**config.mk**
```make
export PLATFORM = sky130hd
export DESIGN_NAME = secure_peripheral_switch_ctrl
export DESIGN_NICKNAME = d
export VERILOG_FILES = /design/src/core/psd_pkg.sv /design/src/core/secure_peripheral_switch_ctrl.sv
export SDC_FILE = /design/constraint.sdc
export NUM_CORES = 1
export LEC_CHECK = 0
export BUFFER_PORTS_ARGS = -buffer_cell sky130_fd_sc_hd__buf_2
export CAP_MARGIN = 20
export CORE_AREA = 4 4 122 124
export CTS_CLUSTER_DIAMETER = 150
export DETAILED_ROUTE_END_ITERATION = 10
export DIE_AREA = 0 0 126 128
export GPL_TIMING_DRIVEN = 0
export PLACE_DENSITY_LB_ADDON = 0.2
export SLEW_MARGIN = 30
export SYNTH_ARGS = -nofsm -noshare
export SYNTH_HDL_FRONTEND = slang
export SYNTH_SLANG_ARGS = --single-unit
```
**constraint.sdc**
```tcl
create_clock -name sys_clk -period 4.9 [get_ports sys_clk]
set_input_delay 0.98 -clock sys_clk [delete_from_list [all_inputs] [get_ports sys_clk]]
set_output_delay 0.98 -clock sys_clk [all_outputs]
set_load 0.1 [all_outputs]
```
**src/core/psd_pkg.sv**
```systemverilog
package psd_pkg;

  // ****************************************************************
  // channel and stream shape
  // ****************************************************************
  localparam int NUM_CH = 4;
  localparam int KM_DATA_W = 8;
  localparam int KM_FIFO_DEPTH = 8;
  localparam logic [NUM_CH-1:0] CH_AT_RESET = 4'h1;
  localparam logic [NUM_CH-1:0] CH_NONE = 4'h0;

  // ****************************************************************
  // timing
  // ****************************************************************
  localparam int CLK_HZ = 40_000_000;
  localparam int UA_OFF_MS = 1000;
  localparam int UA_OFF_CYCLES = UA_OFF_MS * (CLK_HZ / 1000);
  localparam int UA_CNT_W = 26;

  // ****************************************************************
  // peripheral enumeration
  // ****************************************************************
  localparam logic [7:0] CLASS_NONE = 8'h00;

  // ****************************************************************
  // types
  // ****************************************************************
  typedef enum logic [4:0] {
    ST_TEST = 5'h01,
    ST_RUN = 5'h02,
    ST_PURGE = 5'h04,
    ST_UA_OFF = 5'h08,
    ST_FAIL = 5'h10
  } sw_state_e;

  typedef struct packed {
    logic is_mouse;
    logic [KM_DATA_W-1:0] data;
  } km_word_s;

  // one bit per video sub-protocol, high lets it pass
  typedef struct packed {
    logic edid_d2c;
    logic hpd_d2c;
    logic link_train;
    logic edid_c2d;
    logic cec;
    logic hdcp;
    logic mccs;
    logic arc;
    logic heac;
    logic hec;
  } video_gate_s;

  localparam video_gate_s GATE_DP = 10'h380;
  localparam video_gate_s GATE_HDMI = 10'h300;
  localparam video_gate_s GATE_NONE = 10'h000;

endpackage : psd_pkg

```
**src/core/secure_peripheral_switch_ctrl.sv**
```systemverilog
`timescale 1ns/10ps

// ******************************************************************
// keyboard data fifo
// ******************************************************************
module km_fifo #(
  parameter int WIDTH = 9,
  parameter int DEPTH = 8
) (
  // clock and reset
  input wire logic sys_clk,
  input wire logic reset,
  input wire logic flush,
  // fill side
  input wire logic in_valid,
  input wire logic [WIDTH-1:0] in_data,
  output logic in_ready,
  // drain side
  output logic out_valid,
  output logic [WIDTH-1:0] out_data,
  input wire logic out_ready
);
  localparam int AW = $clog2(DEPTH);
  localparam logic [AW:0] FULL = (AW+1)'(DEPTH);

  logic [WIDTH-1:0] mem [DEPTH];
  logic [AW-1:0] wr_ptr;
  logic [AW-1:0] rd_ptr;
  logic [AW:0] count;
  logic [AW:0] next_count;
  logic push;
  logic pop;

  assign push = in_valid && in_ready;
  assign pop = out_valid && out_ready;
  assign out_valid = (count != '0);
  assign out_data = mem[rd_ptr];
  assign next_count = count + (AW+1)'(push) - (AW+1)'(pop);

  always_ff @(posedge sys_clk) begin
    if (push) begin
      mem[wr_ptr] <= in_data;
    end
  end

  always_ff @(posedge sys_clk) begin
    if (reset || flush) begin
      wr_ptr <= '0;
      rd_ptr <= '0;
      count <= '0;
      in_ready <= 1'b0;
    end else begin
      if (push) begin
        wr_ptr <= (wr_ptr == AW'(DEPTH - 1)) ? '0 : wr_ptr + 1'b1;
      end
      if (pop) begin
        rd_ptr <= (rd_ptr == AW'(DEPTH - 1)) ? '0 : rd_ptr + 1'b1;
      end
      count <= next_count;
      in_ready <= (next_count != FULL);
    end
  end
endmodule : km_fifo

// Summary of operation
// - present emulated keyboard and mouse functions
// - read display identification once after reset
// - no power to unauthorized audio device
// - reject re-enumeration as unauthorized type
// - never store user traffic in non-volatile memory
// - purge buffered keyboard data on every switch
// - admin factory restore keeps the log
// - displayport passes only edid, hpd, training
// - hdmi passes only display edid and hpd
// - switch only on express user button action
// - keyboard and mouse always switch together
// - end session when auth element removed
// - end session when auth device detached
// - end session on every computer switch
// - auth device unpowered one second on switch
// - auth path separate from other usb paths
// - every data path flows one way only
// - refuse admin actions until admin authenticated
// - self-test failure gives light, sound, shutdown
// - selection always shown by buttons and screen
// - all indicators driven from one state
// - displayport input converted internally to hdmi
module secure_peripheral_switch_ctrl #(
  parameter int UA_OFF_CYCLES = psd_pkg::UA_OFF_CYCLES
) (
  // clock and reset
  input wire logic sys_clk,
  input wire logic reset,
  // user selection pins
  input wire logic [psd_pkg::NUM_CH-1:0] select_button,
  input wire logic [psd_pkg::NUM_CH-1:0] remote_button,
  // self-test
  input wire logic self_test_done,
  input wire logic self_test_fail,
  // keyboard and mouse stream from peripherals
  input wire logic km_in_valid,
  input wire psd_pkg::km_word_s km_in,
  output logic km_in_ready,
  // keyboard and mouse stream toward selected computer
  output logic km_out_valid,
  output psd_pkg::km_word_s km_out,
  input wire logic km_out_ready,
  output logic [psd_pkg::NUM_CH-1:0] km_out_channel,
  output logic km_emulate,
  // peripheral enumeration
  input wire logic enum_valid,
  input wire logic [7:0] enum_class,
  input wire logic enum_authorized,
  output logic periph_reject,
  // analog audio
  input wire logic audio_dev_present,
  input wire logic audio_dev_authorized,
  output logic audio_power,
  // user authentication device
  input wire logic auth_element_present,
  input wire logic auth_device_attached,
  input wire logic session_start,
  output logic session_open,
  output logic ua_power,
  output logic [psd_pkg::NUM_CH-1:0] ua_channel,
  // video
  input wire logic video_in_is_dp,
  input wire logic video_out_is_dp,
  output psd_pkg::video_gate_s video_gate,
  output logic video_to_hdmi,
  output logic video_out_dp,
  output logic edid_read_start,
  // indicators
  output logic [psd_pkg::NUM_CH-1:0] selected_led,
  output logic [psd_pkg::NUM_CH-1:0] osd_marker,
  output logic fail_led,
  output logic fail_buzzer,
  // administration
  input wire logic admin_authenticated,
  input wire logic factory_restore_req,
  output logic config_wipe,
  output logic admin_reject
);

  // ****************************************************************
  // pin synchronisers
  // ****************************************************************
  localparam int PIN_W = 2 * psd_pkg::NUM_CH + 2;
  logic [PIN_W-1:0] pin_s1;
  logic [PIN_W-1:0] pin_s2;
  logic [2*psd_pkg::NUM_CH-1:0] btn_prev;
  logic [psd_pkg::NUM_CH-1:0] press;
  logic auth_elem_s;
  logic auth_dev_s;
  logic user_req;

  always_ff @(posedge sys_clk) begin
    if (reset) begin
      pin_s1 <= '0;
      pin_s2 <= '0;
      btn_prev <= '0;
    end else begin
      pin_s1 <= {auth_device_attached, auth_element_present,
                 remote_button, select_button};
      pin_s2 <= pin_s1;
      btn_prev <= pin_s2[2*psd_pkg::NUM_CH-1:0];
    end
  end

  assign auth_elem_s = pin_s2[2*psd_pkg::NUM_CH];
  assign auth_dev_s = pin_s2[2*psd_pkg::NUM_CH+1];
  // new press on front panel or wired remote only
  assign press = (pin_s2[psd_pkg::NUM_CH-1:0] & ~btn_prev[psd_pkg::NUM_CH-1:0])
    | (pin_s2[2*psd_pkg::NUM_CH-1:psd_pkg::NUM_CH]
       & ~btn_prev[2*psd_pkg::NUM_CH-1:psd_pkg::NUM_CH]);

  // ****************************************************************
  // switching state machine
  // ****************************************************************
  psd_pkg::sw_state_e state;
  psd_pkg::sw_state_e next_state;
  logic [psd_pkg::NUM_CH-1:0] sel;
  logic [psd_pkg::UA_CNT_W-1:0] ua_cnt;
  logic ua_done;

  assign ua_done = (ua_cnt == psd_pkg::UA_CNT_W'(UA_OFF_CYCLES - 1));
  assign user_req = $onehot(press) && (press != sel);

  always_comb begin
    next_state = state;
    unique case (state)
      psd_pkg::ST_TEST: begin
        if (self_test_fail) begin
          next_state = psd_pkg::ST_FAIL;
        end else if (self_test_done) begin
          next_state = psd_pkg::ST_RUN;
        end
      end
      psd_pkg::ST_RUN: begin
        if (user_req) begin
          next_state = psd_pkg::ST_PURGE;
        end
      end
      psd_pkg::ST_PURGE: next_state = psd_pkg::ST_UA_OFF;
      psd_pkg::ST_UA_OFF: begin
        if (ua_done) begin
          next_state = psd_pkg::ST_RUN;
        end
      end
      psd_pkg::ST_FAIL: next_state = psd_pkg::ST_FAIL;
      default: next_state = psd_pkg::ST_FAIL;
    endcase
  end

  always_ff @(posedge sys_clk) begin
    if (reset) begin
      state <= psd_pkg::ST_TEST;
    end else begin
      state <= next_state;
    end
  end

  // one register selects keyboard, mouse, auth and indicators
  always_ff @(posedge sys_clk) begin
    if (reset) begin
      sel <= psd_pkg::CH_AT_RESET;
    end else if (state == psd_pkg::ST_RUN && user_req) begin
      sel <= press;
    end
  end

  always_ff @(posedge sys_clk) begin
    if (reset || state != psd_pkg::ST_UA_OFF) begin
      ua_cnt <= '0;
    end else if (!ua_done) begin
      ua_cnt <= ua_cnt + 1'b1;
    end
  end

  // ****************************************************************
  // keyboard and mouse path
  // ****************************************************************
  logic fifo_valid;
  psd_pkg::km_word_s fifo_data;
  logic fifo_take;
  logic purge;

  assign purge = (state == psd_pkg::ST_PURGE);
  assign fifo_take = (state == psd_pkg::ST_RUN)
    && (!km_out_valid || km_out_ready);

  // volatile registers only, cleared on purge
  km_fifo #(
    .WIDTH($bits(psd_pkg::km_word_s)),
    .DEPTH(psd_pkg::KM_FIFO_DEPTH)
  ) u_km_fifo (
    .sys_clk(sys_clk),
    .reset(reset),
    .flush(purge),
    .in_valid(km_in_valid),
    .in_data(km_in),
    .in_ready(km_in_ready),
    .out_valid(fifo_valid),
    .out_data(fifo_data),
    .out_ready(fifo_take)
  );

  // peripheral to computer only, no reverse data path
  always_ff @(posedge sys_clk) begin
    if (reset || purge) begin
      km_out_valid <= 1'b0;
      km_out <= '0;
    end else if (state != psd_pkg::ST_RUN) begin
      km_out_valid <= km_out_valid && !km_out_ready;
    end else if (fifo_take) begin
      km_out_valid <= fifo_valid;
      km_out <= fifo_data;
    end
  end

  always_ff @(posedge sys_clk) begin
    if (reset) begin
      km_out_channel <= psd_pkg::CH_AT_RESET;
      selected_led <= psd_pkg::CH_AT_RESET;
      osd_marker <= psd_pkg::CH_AT_RESET;
      ua_channel <= psd_pkg::CH_AT_RESET;
      km_emulate <= 1'b1;
    end else begin
      km_out_channel <= sel;
      selected_led <= sel;
      osd_marker <= sel;
      ua_channel <= sel;
      km_emulate <= 1'b1;
    end
  end

  // ****************************************************************
  // enumeration and audio power
  // ****************************************************************
  logic [7:0] accepted_class;

  always_ff @(posedge sys_clk) begin
    if (reset) begin
      accepted_class <= psd_pkg::CLASS_NONE;
      periph_reject <= 1'b0;
    end else if (enum_valid) begin
      if (enum_authorized) begin
        accepted_class <= enum_class;
        periph_reject <= 1'b0;
      end else begin
        periph_reject <= 1'b1;
      end
    end
  end

  always_ff @(posedge sys_clk) begin
    if (reset) begin
      audio_power <= 1'b0;
    end else begin
      audio_power <= audio_dev_present && audio_dev_authorized;
    end
  end

  // ****************************************************************
  // authentication session and power
  // ****************************************************************
  always_ff @(posedge sys_clk) begin
    if (reset) begin
      session_open <= 1'b0;
    end else if (!auth_elem_s || !auth_dev_s || purge
                 || state == psd_pkg::ST_UA_OFF) begin
      session_open <= 1'b0;
    end else if (session_start) begin
      session_open <= 1'b1;
    end
  end

  always_ff @(posedge sys_clk) begin
    if (reset) begin
      ua_power <= 1'b0;
    end else begin
      ua_power <= (next_state == psd_pkg::ST_RUN);
    end
  end

  // ****************************************************************
  // video
  // ****************************************************************
  always_ff @(posedge sys_clk) begin
    if (reset) begin
      video_gate <= psd_pkg::GATE_NONE;
      video_to_hdmi <= 1'b0;
      video_out_dp <= 1'b0;
      edid_read_start <= 1'b0;
    end else begin
      if (state != psd_pkg::ST_RUN) begin
        video_gate <= psd_pkg::GATE_NONE;
      end else if (video_in_is_dp) begin
        video_gate <= psd_pkg::GATE_DP;
      end else begin
        video_gate <= psd_pkg::GATE_HDMI;
      end
      video_to_hdmi <= video_in_is_dp;
      video_out_dp <= video_out_is_dp;
      edid_read_start <= (state == psd_pkg::ST_TEST)
        && (next_state == psd_pkg::ST_RUN);
    end
  end

  // ****************************************************************
  // failure and administration
  // ****************************************************************
  always_ff @(posedge sys_clk) begin
    if (reset) begin
      fail_led <= 1'b0;
      fail_buzzer <= 1'b0;
    end else begin
      fail_led <= (next_state == psd_pkg::ST_FAIL);
      fail_buzzer <= (next_state == psd_pkg::ST_FAIL);
    end
  end

  // wipe strobe clears settings; the log store is not on it
  always_ff @(posedge sys_clk) begin
    if (reset) begin
      config_wipe <= 1'b0;
      admin_reject <= 1'b0;
    end else begin
      config_wipe <= factory_restore_req && admin_authenticated;
      admin_reject <= factory_restore_req && !admin_authenticated;
    end
  end

  // ****************************************************************
  // checks
  // ****************************************************************
  logic [1:0] edid_count;

  always_ff @(posedge sys_clk) begin
    if (reset) begin
      edid_count <= '0;
    end else if (edid_read_start && edid_count != 2'h3) begin
      edid_count <= edid_count + 1'b1;
    end
  end
endmodule : secure_peripheral_switch_ctrl
```
==> key figures, run 1 <==
Timing
  • Max Slew Vio Count: 0
  • Crit share post-route: 58.8%
  • Final hold violation count: 0
  • RSZ-0062 raised after global routing: no
  • Final Setup Violations: 0
  • Clock skew: 0.00672 ns
  • Final setup TNS: 0 ns
  • Measured slew at the worst slew-check pin: 0.973 ns
  • Max Clock Freq: 347 MHz
  • Slew headroom: 34.9%
  • Final WS setup: 2.02 ns
  • Hold slack: 0.433 ns
  • Final min period: 2.88 ns

Placed design
  • I/O Buffers: 73
  • Worst slack at placement: 1.58 ns
  • RePlAce Congestion: 0.798
  • Hpwl dp: 9.19 mm

Synth
  • Synth Register Bits: 172
  • Synthesized area: 6830 sq um
  • Post-Syn Instances: 555
  • Main synth FF type: dfxtp_1
  • Cell taking the most area after synthesis: edfxtp_1
  • Synth cell count leaders: dfxtp_1 (100), edfxtp_1 (72), nor2_1 (55)
  • Ys async rst share: 0%
  • Synth warnings: 0
  • Unique masters post-synth: 57
  • Post-synth top area share: 31.7%
  • Number of enable flip-flop cells after synthesis: 72
  • Synth top area cells: edfxtp_1 (32%), dfxtp_1 (29%), mux4_2 (5.9%)
  • Mapped Avg Cell Area: 12.3 sq um
  • Sequential-to-total area share from yosys stat: 61.0%
  • Most frequent cell after synthesis: dfxtp_1

CTS
  • Root Driver: clkbuf_16
  • CTS tree: yes
  • Hold Buf Count CTS: 0
  • Clock sink count: 172
  • CTS buffer count: 17
  • Clock-pin slew on the worst setup and hold paths: 0.07 ns
  • Worst-Skew Late Latency: 0.42 ns
  • H-tree depth: 4
  • Post-CTS Setup Bufs: 0
  • Max clock buf depth: 2
  • CTS resizes: 0

Floorplanning
  • Floorplan row count: 43
  • Placeable core area: 13800 sq um
  • Die ar.: 16100 sq um
  • Starting density of the core: 49.6%
  • IO Count: 91
  • Die X: 126 microns
  • Die Height: 128 microns

Setup path
  • Critical path fanouts, max: 6
  • Crit start category: input port
  • Crit. End Element: flop
  • Critical-path top delay cell: fa_1
  • Crit Path Class: input port to flop
  • Crit-path leading delay family: simple AND/OR/NAND/NOR gates
  • Sum of buffers and inverters on the critical path: 4
  • Critical Path RT: 5.19 ns
  • Critical path arrival: 3.17 ns
  • CP peak stage delay: 0.37 ns
  • Crit-path cells: buf_2 -> nand2b_1 -> and4_1 -> nand2_1 -> inv_1 -> ha_1 -> inv_1 -> ha_1 -> inv_1 -> fa_1 -> xor2_1 -> nor4bb_1 -> nor2_1
  • Crit-path most repeated cell: inv_1

Global routing
  • Vias in the first global route: 4358
  • Largest net degree at the start of global routing: 17
  • Grt total ovfl: 0
  • Initial antenna violation count: 0
  • First-pass GRT wire length: 21.8 mm
  • Total Routing Usage GR: 17.2%

Route
  • DRT Wirelength: 12.9 mm
  • DR pass1 iterations: 4
  • Residual DRC: 0
  • Starting DRT DRC Count: 341
  • Vias: 4387
  • Routed wire per std cell: 15.2 microns
  • DRT antenna net count: 0
  • Vias per Instance: 5.16

Outcome
  • Status: finished, final reports clean

Worst hold path
  • Hold WC Path Type: flop to flop

Power
  • Pwr Total: 0.00326 W
  • Pleak: 3.05 nW
  • P per Cell Area: 402 nW/um^2
  • Worst vdd ir: 0.258 mV

Finish
  • Layout cells sized above 1: 25.3%
  • Post-layout net count: 714
  • ANT cells: 0
  • Area growth syn-to-layout: 18.8%

Job
  • Max-cap violations: 0
==> tightest hold or removal path: stages, from the launching register on <==
cell and delay [ns]:
dfxtp_1 0.30, inv_1 0.06, nor2_1 0.04
==> final timing paths <==
check                                   from            endpoint  slack, ns  cells after the start
worst min register to register     pin_s2[4]         btn_prev[4]       0.43                      2
worst max register to register     pin_s2[1]              sel[3]       2.06                     11
worst min-delay path               pin_s2[4]         btn_prev[4]       0.43                      2
worst max-delay path            km_out_ready  u_km_fifo.in_ready       2.02                     13
==> where the power goes <==
group          switching, W  internal, W
combinational      0.000219    0.0000991
clock              0.000566     0.000812
sequential        0.0000202      0.00155
total              0.000805      0.00246
==> cell type report <==
class	count	area, sq um
plain buffers	42	253
clock buffers	17	425
clock inverters	15	188
fillers	1128	5660
inverters	24	90.1
multi-input cells	323	2370
flip-flops and latches	172	4160
well taps	180	225
repair buffers	78	400
==> flip-flops by register name, indices dropped and copies added (netlist names), 2 cells and up <==
name              flops
pin_s2               10
u_km_fifo.rd_ptr      3
u_km_fifo.wr_ptr      3
video_gate            2
pin_s1               10
ua_cnt               26
u_km_fifo.count       4
state                 5
km_out                9
btn_prev              8
osd_marker            4
sel                   4
u_km_fifo.mem        72
==> cell usage in the layout, fill, tap and decap left out, types with 13 or more instances in the layout <==
master     count
nor2_1        55
nand2_1       23
edfxtp_1      72
clkbuf_1      14
a21oi_1       20
mux4_2        18
nor2b_1       33
inv_1         23
buf_4         26
clkbuf_16     17
dfxtp_1      100
ha_1          13
buf_2         78
==> per-stage QoR <==
stage | std cells | instance area, sq um | util, %
finish | 851 | 8120 | 58.9
global route | 851 | 8120 | 58.9
CTS | 851 | 8120 | 58.9
detailed placement | 819 | 7500 | 54.5
global placement | 814 | 7440 | 54.0
floorplan | 561 | 6850 | -
==> logic make-up after synthesis <==
kind of cell | synth area share, %
and+or+nand+nor | 15.1
DFF | 61.0
buffers and inverters | 5.02
AOI/OAI and AO/OA | 5.39
muxes | 8.04
xor gates and xnor gates | 2.69
adders and majority gates | 2.67
other | 0.110
==> routing by layer <==
layer / GRT usage, % / vias up / wire length [microns]
li1: - / 2156 / -
met1: 20.4 / 2099 / 5460
met2: 30.3 / 116 / 6640
met3: 4.58 / 16 / 667
met4: 6.06 / 0 / 180
met5: 0 / - / 0
Power figures use the tool's default switching activity.
==> run 2, diff against run 1 <==
--- a/config.mk
+++ b/config.mk
@@ -5,12 +5,13 @@
 export SDC_FILE = /design/constraint.sdc
 export NUM_CORES = 1
 export LEC_CHECK = 0
+export ABC_AREA = 1
 export BUFFER_PORTS_ARGS = -buffer_cell sky130_fd_sc_hd__buf_2
 export CAP_MARGIN = 20
-export CORE_AREA = 4 4 122 124
+export CORE_AREA = 4 4 126 128
 export CTS_CLUSTER_DIAMETER = 150
 export DETAILED_ROUTE_END_ITERATION = 10
-export DIE_AREA = 0 0 126 128
+export DIE_AREA = 0 0 130 132
 export GPL_TIMING_DRIVEN = 0
 export PLACE_DENSITY_LB_ADDON = 0.2
 export SLEW_MARGIN = 30
==> constraint.sdc (replaced) <==
create_clock -name sys_clk -period 2.8 [get_ports sys_clk]
set_input_delay 0.56 -clock sys_clk [delete_from_list [all_inputs] [get_ports sys_clk]]
set_output_delay 0.56 -clock sys_clk [all_outputs]
set_load 0.1 [all_outputs]
==> key figures, run 2 <==
Outcome
  • Status: finished, final reports clean

Floorplanning
  • IO Count: 91 (unchanged)
  • Floorplan row count: 45 (+4.7%)
  • Die X: 130 microns (+3.2%)
  • Starting density of the core: 48.9% (-0.68 points)
  • Die ar.: 17200 sq um (+6.4%)
  • Placeable core area: 14900 sq um (+7.9%)
  • Die Height: 132 microns (+3.1%)

Worst hold path
  • Hold WC Path Type: input port to flop
  • Worst hold start: admin_authenticated

Timing
  • Final WS setup: 0.239 ns (-1.78 ns)
  • RSZ-0062 raised after global routing: no
  • Clock skew: 0.0123 ns (+0.00562 ns)
  • Measured slew at the worst slew-check pin: 0.976 ns (+0.00373 ns)
  • Crit share post-route: 91.5%
  • Final min period: 2.56 ns
  • Final setup TNS: 0 ns (unchanged)
  • Slew headroom: 34.7% (-0.25 points)
  • Final hold violation count: 0 (unchanged)
  • Final Setup Violations: 0 (unchanged)
  • Max Slew Vio Count: 0 (unchanged)
  • Max Clock Freq: 390 MHz

Placed design
  • Hpwl dp: 10.9 mm (+18%)
  • I/O Buffers: 73 (unchanged)
  • Worst slack at placement: 0.0623 ns (-1.51 ns)
  • Placed cell count: 1071 (+31%)
  • RePlAce Congestion: 0.897 (+12%)

Synth
  • Number of enable flip-flop cells after synthesis: 72 (unchanged)
  • Sequential-to-total area share from yosys stat: 57.3% (-3.7 points)
  • Synth Register Bits: 172 (unchanged)
  • Synth warnings: 0 (unchanged)
  • Unique masters post-synth: 42 (-26%)
  • Most frequent cell after synthesis: nor2_1
  • Post-synth top area share: 29.7% (-1.9 points)
  • Ys async rst share: 0% (unchanged)
  • Main synth FF type: dfxtp_1
  • Mapped Avg Cell Area: 9.04 sq um (-27%)
  • Synth cell count leaders: nor2_1 (143), nand2_1 (116), dfxtp_1 (100)
  • Synth top area cells: edfxtp_1 (30%), dfxtp_1 (28%), nor2_1 (7.4%)
  • Synthesized area: 7270 sq um (+6.4%)
  • Post-Syn Instances: 804 (+45%)
  • Cell taking the most area after synthesis: edfxtp_1

Setup path
  • Crit-path cells: nor2_1 -> nand4_1 -> buf_4 -> nor2_2 -> nand2_2 -> inv_1 -> ha_1 -> inv_1 -> ha_1 -> inv_1 -> fa_1 -> xor2_1 -> nand3_1 -> o21ai_0 -> inv_1
  • Critical path fanouts, max: 7 (+1)
  • Crit path launch: state[3]
  • CP peak stage delay: 0.37 ns (about the same)
  • Crit Path Class: flop to flop
  • Critical R2R Launch: state[3]
  • Crit-path most repeated cell: inv_1
  • Critical-path top delay cell: fa_1
  • Critical path arrival: 2.88 ns (-0.29 ns)
  • Sum of buffers and inverters on the critical path: 5 (+1)
  • Crit start category: flop
  • Crit-path leading delay family: adder cells
  • Critical Path RT: 3.12 ns (-2.07 ns)
  • Crit. End Element: flop

Power
  • Pwr Total: 0.00559 W (+71%)
  • Power share of the clock group: 40.8% (-1.4 points)
  • Sw frac: 26.2% (+1.5 points)
  • P per Cell Area: 657 nW/um^2 (+64%)
  • Pleak: 3.50 nW (+15%)
  • Power Internal: 0.00413 W (+68%)
  • Reg power frac: 48.9% (+0.9 points)
  • Worst vdd ir: 0.578 mV (+120%)
  • Comb pwr share: 10.4% (+0.7 points)
  • NetSw: 0.00146 W (+82%)

Job
  • Max-cap violations: 0 (unchanged)

CTS
  • Root Driver: clkbuf_16
  • Worst-Skew Late Latency: 0.43 ns (about the same)
  • Max clock buf depth: 2 (unchanged)
  • Clock sink count: 172 (unchanged)
  • CTS tree: yes
  • Clock-pin slew on the worst setup and hold paths: 0.07 ns (about the same)
  • H-tree depth: 4 (unchanged)
  • CTS buffer count: 17 (unchanged)

Global routing
  • Vias in the first global route: 5071 (+16%)
  • Total Routing Usage GR: 18.4% (+1.2 points)
  • Grt total ovfl: 0 (unchanged)
  • First-pass GRT wire length: 24.7 mm (+14%)
  • Initial antenna violation count: 0 (unchanged)
  • Largest net degree at the start of global routing: 17 (unchanged)

Finish
  • Most frequent cells in the layout: nor2_1 (138), nand2_1 (115), dfxtp_1 (99)
  • Largest register by flop count: u_km_fifo.mem
  • Most common cell after layout, fill and taps aside: nor2_1
  • Post-layout net count: 960 (+34%)
  • Area growth syn-to-layout: 17.0%
  • ANT cells: 0 (unchanged)
  • Post-route insts no fill: 1105 (+30%)
  • Top flop regs: u_km_fifo.mem (72), ua_cnt (26)
  • Max reg flops: 72 (unchanged)
  • Layout cells sized above 1: 20.4% (-4.9 points)
  • Fin util: 57.2% (-1.7 points)

Route
  • Vias: 5413 (+23%)
  • DRT Wirelength: 15.4 mm (+19%)
  • DRT antenna net count: 0 (unchanged)
  • Residual DRC: 0 (unchanged)
  • Routed wire per std cell: 14.0 microns (-8.2%)
  • DR pass1 iterations: 6 (+2)
  • Vias per Instance: 4.90 (-5.0%)
  • Starting DRT DRC Count: 378 (+11%)
## run 2: cell types whose count changed after synthesis, sizes merged, moves of 8 or more
cell / delta
nand2: +97
nor2: +96
inv: +85
o21ai: +42
nor2b: -33
mux4: -18
nand3: +17
a21oi: +16
o211ai: +16
a211oi: -12
mux2i: -11
xnor2: -11
nand4: +10
nand2b: -8
## run 2: final cells by class
type / count / area (sq um)
Sequential cell: 172 / 4170
Fill cell: 1357 / 6360
Clock inverter: 14 / 135
Clock buffer: 18 / 439
Tap cell: 188 / 235
Multi-Input combinational cell: 486 / 2470
Timing Repair Buffer: 75 / 380
Buffer: 43 / 269
Inverter: 109 / 409
## run 2: power by group through the flow
| stage | logic, W | registers, W | clock network, W |
|---|---|---|---|
| after floorplan | 0.000334 | 0.00289 | 0 |
| after global placement | 0.000567 | 0.00279 | 0 |
| after detailed placement | 0.000574 | 0.00279 | 0 |
| after CTS | 0.000576 | 0.00273 | 0.00232 |
| after global routing | 0.000636 | 0.00274 | 0.00244 |
| final | 0.000579 | 0.00273 | 0.00228 |
## run 2: metal layers
metal  GRT usage [%]  vias to the layer above  share of wire, %  wire [microns]
li1                -                     2797                 -               -
met1            23.6                     2438                44            6800
met2            29.9                      153                48            7410
met3            4.78                       25               5.6             871
met4            6.76                        0               2.3             350
met5               0                        -                 0               0
## run 2: metrics by stage
step	hold slack [ns]	instance area [sq um]
after global routing	0.294	8500
final	0.302	8500
after CTS	0.284	8470
after global placement	0.390	7900
after detailed placement	0.392	7900
after floorplan	0.388	7290
## run 2: timing repair
item / CTS / global route
gates resized for setup: 0 / 3
hold buffers: 0 / 0
setup buffers: 0 / 2
setup endpoints to repair: 0 / 5
## run 2: worst paths after layout
check             slack, ns  cells past startpoint                 end
setup reg to reg       0.24                     15  u_km_fifo.in_ready
setup / recovery       0.24                     15  u_km_fifo.in_ready
hold / removal         0.30                      2        admin_reject
hold reg to reg        0.40                      2           pin_s2[4]
## run 2: logic make-up after synthesis
family / Yosys count / synth area share, %
compound gates: 111 / 8.55
xor+xnor: 7 / 0.843
fa+ha+maj: 14 / 2.51
buf+inv: 152 / 9.33
flops: 172 / 57.3
other cells: 2 / 0.103
simple gates: 346 / 21.4
## run 2: worst reg2reg max path: stages (launching register included)
cell and delay (ns):
dfxtp_1 0.32, nor2_1 0.11, nand4_1 0.10, buf_4 0.17, nor2_2 0.14, nand2_2 0.11, inv_1 0.10, ha_1 0.23
inv_1 0.06, ha_1 0.15, inv_1 0.05, fa_1 0.37, xor2_1 0.21, nand3_1 0.10, o21ai_0 0.19, inv_1 0.05
==> run 3, diff against run 2 <==
--- a/config.mk
+++ b/config.mk
@@ -12,7 +12,6 @@
 export CTS_CLUSTER_DIAMETER = 150
 export DETAILED_ROUTE_END_ITERATION = 10
 export DIE_AREA = 0 0 130 132
-export GPL_TIMING_DRIVEN = 0
 export PLACE_DENSITY_LB_ADDON = 0.2
 export SLEW_MARGIN = 30
 export SYNTH_ARGS = -nofsm -noshare
==> key figures, run 3 (synthesis gave the netlist of run 2 again) <==
CTS
  • Max clock buf depth: 2 (unchanged)
  • Clock-pin slew on the worst setup and hold paths: 0.06 ns (about the same)
  • CTS tree: yes
  • Hold Buf Count CTS: 0 (unchanged)
  • CTS resizes: 0 (unchanged)
  • Post-CTS Setup Bufs: 0 (unchanged)
  • H-tree depth: 4 (unchanged)
  • Clock sink count: 172 (unchanged)
  • Worst-Skew Late Latency: 0.41 ns (-0.02 ns)
  • CTS buffer count: 17 (unchanged)
  • Root Driver: clkbuf_16

Finish
  • Top flop regs: u_km_fifo.mem (72), ua_cnt (26)
  • Most common cell after layout, fill and taps aside: nor2_1
  • ANT cells: 0 (unchanged)
  • Largest register by flop count: u_km_fifo.mem
  • Register area: 4170 sq um (unchanged)
  • Fill count: 1364 (+0.52%)
  • Max reg flops: 72 (unchanged)
  • Area growth syn-to-layout: 15.1%
  • Most frequent cells in the layout: nor2_1 (143), nand2_1 (116), dfxtp_1 (99)
  • Multi-input gate area: 2450 sq um (-0.81%)
  • Layout cells sized above 1: 17.8% (-2.5 points)
  • Post-layout net count: 935 (-2.6%)
  • Post-route insts no fill: 1079 (-2.4%)

Timing
  • Hold slack: 0.314 ns (+0.0118 ns)
  • Final setup TNS: 0 ns (unchanged)
  • Max Clock Freq: 412 MHz (+5.5%)
  • Final Setup Violations: 0 (unchanged)
  • Final hold violation count: 0 (unchanged)
  • Max Slew Vio Count: 0 (unchanged)
  • Clock skew: 0.00664 ns (-0.00570 ns)
  • Final WS setup: 0.372 ns (+0.133 ns)
  • Final min period: 2.43 ns (-0.133 ns)
  • Crit share post-route: 86.7% (-4.8 points)
  • RSZ-0062 raised after global routing: no
  • Measured slew at the worst slew-check pin: 0.624 ns (-0.353 ns)
  • Slew headroom: 58.3% (+24 points)

Route
  • DRT Wirelength: 14.4 mm (-7.0%)
  • DR pass1 iterations: 4 (-2)
  • DRT antenna net count: 0 (unchanged)
  • Starting DRT DRC Count: 347 (-8.2%)
  • Vias: 5246 (-3.1%)
  • Vias per Instance: 4.86 (-0.75%)
  • Routed wire per std cell: 13.3 microns (-4.7%)
  • Residual DRC: 0 (unchanged)

Setup path
  • Critical-path top delay cell: fa_1
  • Crit start category: flop
  • Crit Path Class: flop to flop
  • CP peak stage delay: 0.37 ns (about the same)
  • Critical path arrival: 2.73 ns (-0.15 ns)
  • Crit-path cells: nor2_1 -> nand4_1 -> nor2_1 -> nand2_1 -> inv_1 -> ha_1 -> inv_1 -> ha_1 -> inv_1 -> fa_1 -> xor2_1 -> nand3_1 -> o21ai_0 -> inv_1
  • Critical path fanouts, max: 3 (-4)
  • Critical Path RT: 3.11 ns (about the same)
  • Crit. End Element: flop
  • Crit-path most repeated cell: inv_1

Power
  • P per Cell Area: 670 nW/um^2 (+2.0%)
  • Pwr Total: 0.00561 W (+0.38%)
  • Worst vdd ir: 0.613 mV (+6.1%)
  • Pleak: 3.42 nW (-2.3%)

Floorplanning
  • Placeable core area: 14900 sq um (unchanged)
  • IO Count: 91 (unchanged)
  • Die Height: 132 microns (unchanged)
  • Die X: 130 microns (unchanged)
  • Die ar.: 17200 sq um (unchanged)
  • Starting density of the core: 48.9% (unchanged)
  • Floorplan row count: 45 (unchanged)

Global routing
  • Grt total ovfl: 0 (unchanged)
  • First-pass GRT wire length: 23.4 mm (-5.6%)
  • Initial antenna violation count: 0 (unchanged)
  • Vias in the first global route: 4963 (-2.1%)
  • Total Routing Usage GR: 17.3% (-1.1 points)
  • Largest net degree at the start of global routing: 41 (+24)

Job
  • Max-cap violations: 0 (unchanged)

Worst hold path
  • Hold WC Path Type: input port to flop

Placed design
  • Placed cell count: 1048 (-2.1%)
  • Hpwl dp: 9.91 mm (-8.9%)
  • RePlAce Congestion: 0.869 (-3.2%)
  • I/O Buffers: 74 (+1.4%)
  • Worst slack at placement: 0.187 ns (+0.125 ns)

Outcome
  • Status: finished, final reports clean
==> run 3: cell count changes in the layout (fill, tap and decap cells not counted), sizes merged <==
cell and delta:
buf -16, clkinv -5, inv -5
==> run 3: layout make-up <==
class	count	share of cell area (%)
Clock buffer	27	6.55
Clock inverter	4	0.583
Inverter	109	4.89
Multi-Input combinational cell	486	29.3
Sequential cell	172	49.8
Tap cell	188	2.81
Timing Repair Buffer	93	6.13
==> run 3: through the flow <==
stage	instance area [sq um]	util, %
CTS	8370	56.3
floorplan	7290	-
finish	8370	56.3
global route	8370	56.3
detailed placement	7770	52.3
global placement	7770	52.3
==> run 3: worst max-delay path, delay by kind of cell, from the launching register on <==
family / cells / cell delay, ns
adder cells (fa/ha/maj): 3 / 0.75
AND/OR/NAND/NOR: 5 / 0.61
flip-flops: 1 / 0.32
buffers and inverters: 4 / 0.24
XOR/XNOR: 1 / 0.21
AO/OA/AOI/OAI: 1 / 0.19
==> run 3: power breakdown <==
part | leakage [nW] | switching [W] | internal, W | total (W)
Clock | 0.296 | 0.000887 | 0.00143 | 0.00232
Sequential | 1.46 | 0.0000283 | 0.00270 | 0.00273
Combinational | 1.66 | 0.000406 | 0.000154 | 0.000560
==> run 3: per-layer routing <==
metal  up-vias  part of all wire (%)  GRT usage, %
li1       2745                     -             -
met1      2383                    45          21.8
met2       104                    49          28.6
met3        14                   5.4          4.74
met4         0                   1.1          5.66
met5         -                     0             0
==> run 3: final timing paths <==
kind	from	end	slack [ns]	cells after the start
worst max-delay path	state[3]	u_km_fifo.in_ready	0.37	14
worst min-delay path	admin_authenticated	admin_reject	0.31	2
worst max register to register	state[3]	u_km_fifo.in_ready	0.37	14
worst min register to register	pin_s1[0]	pin_s2[0]	0.40	2
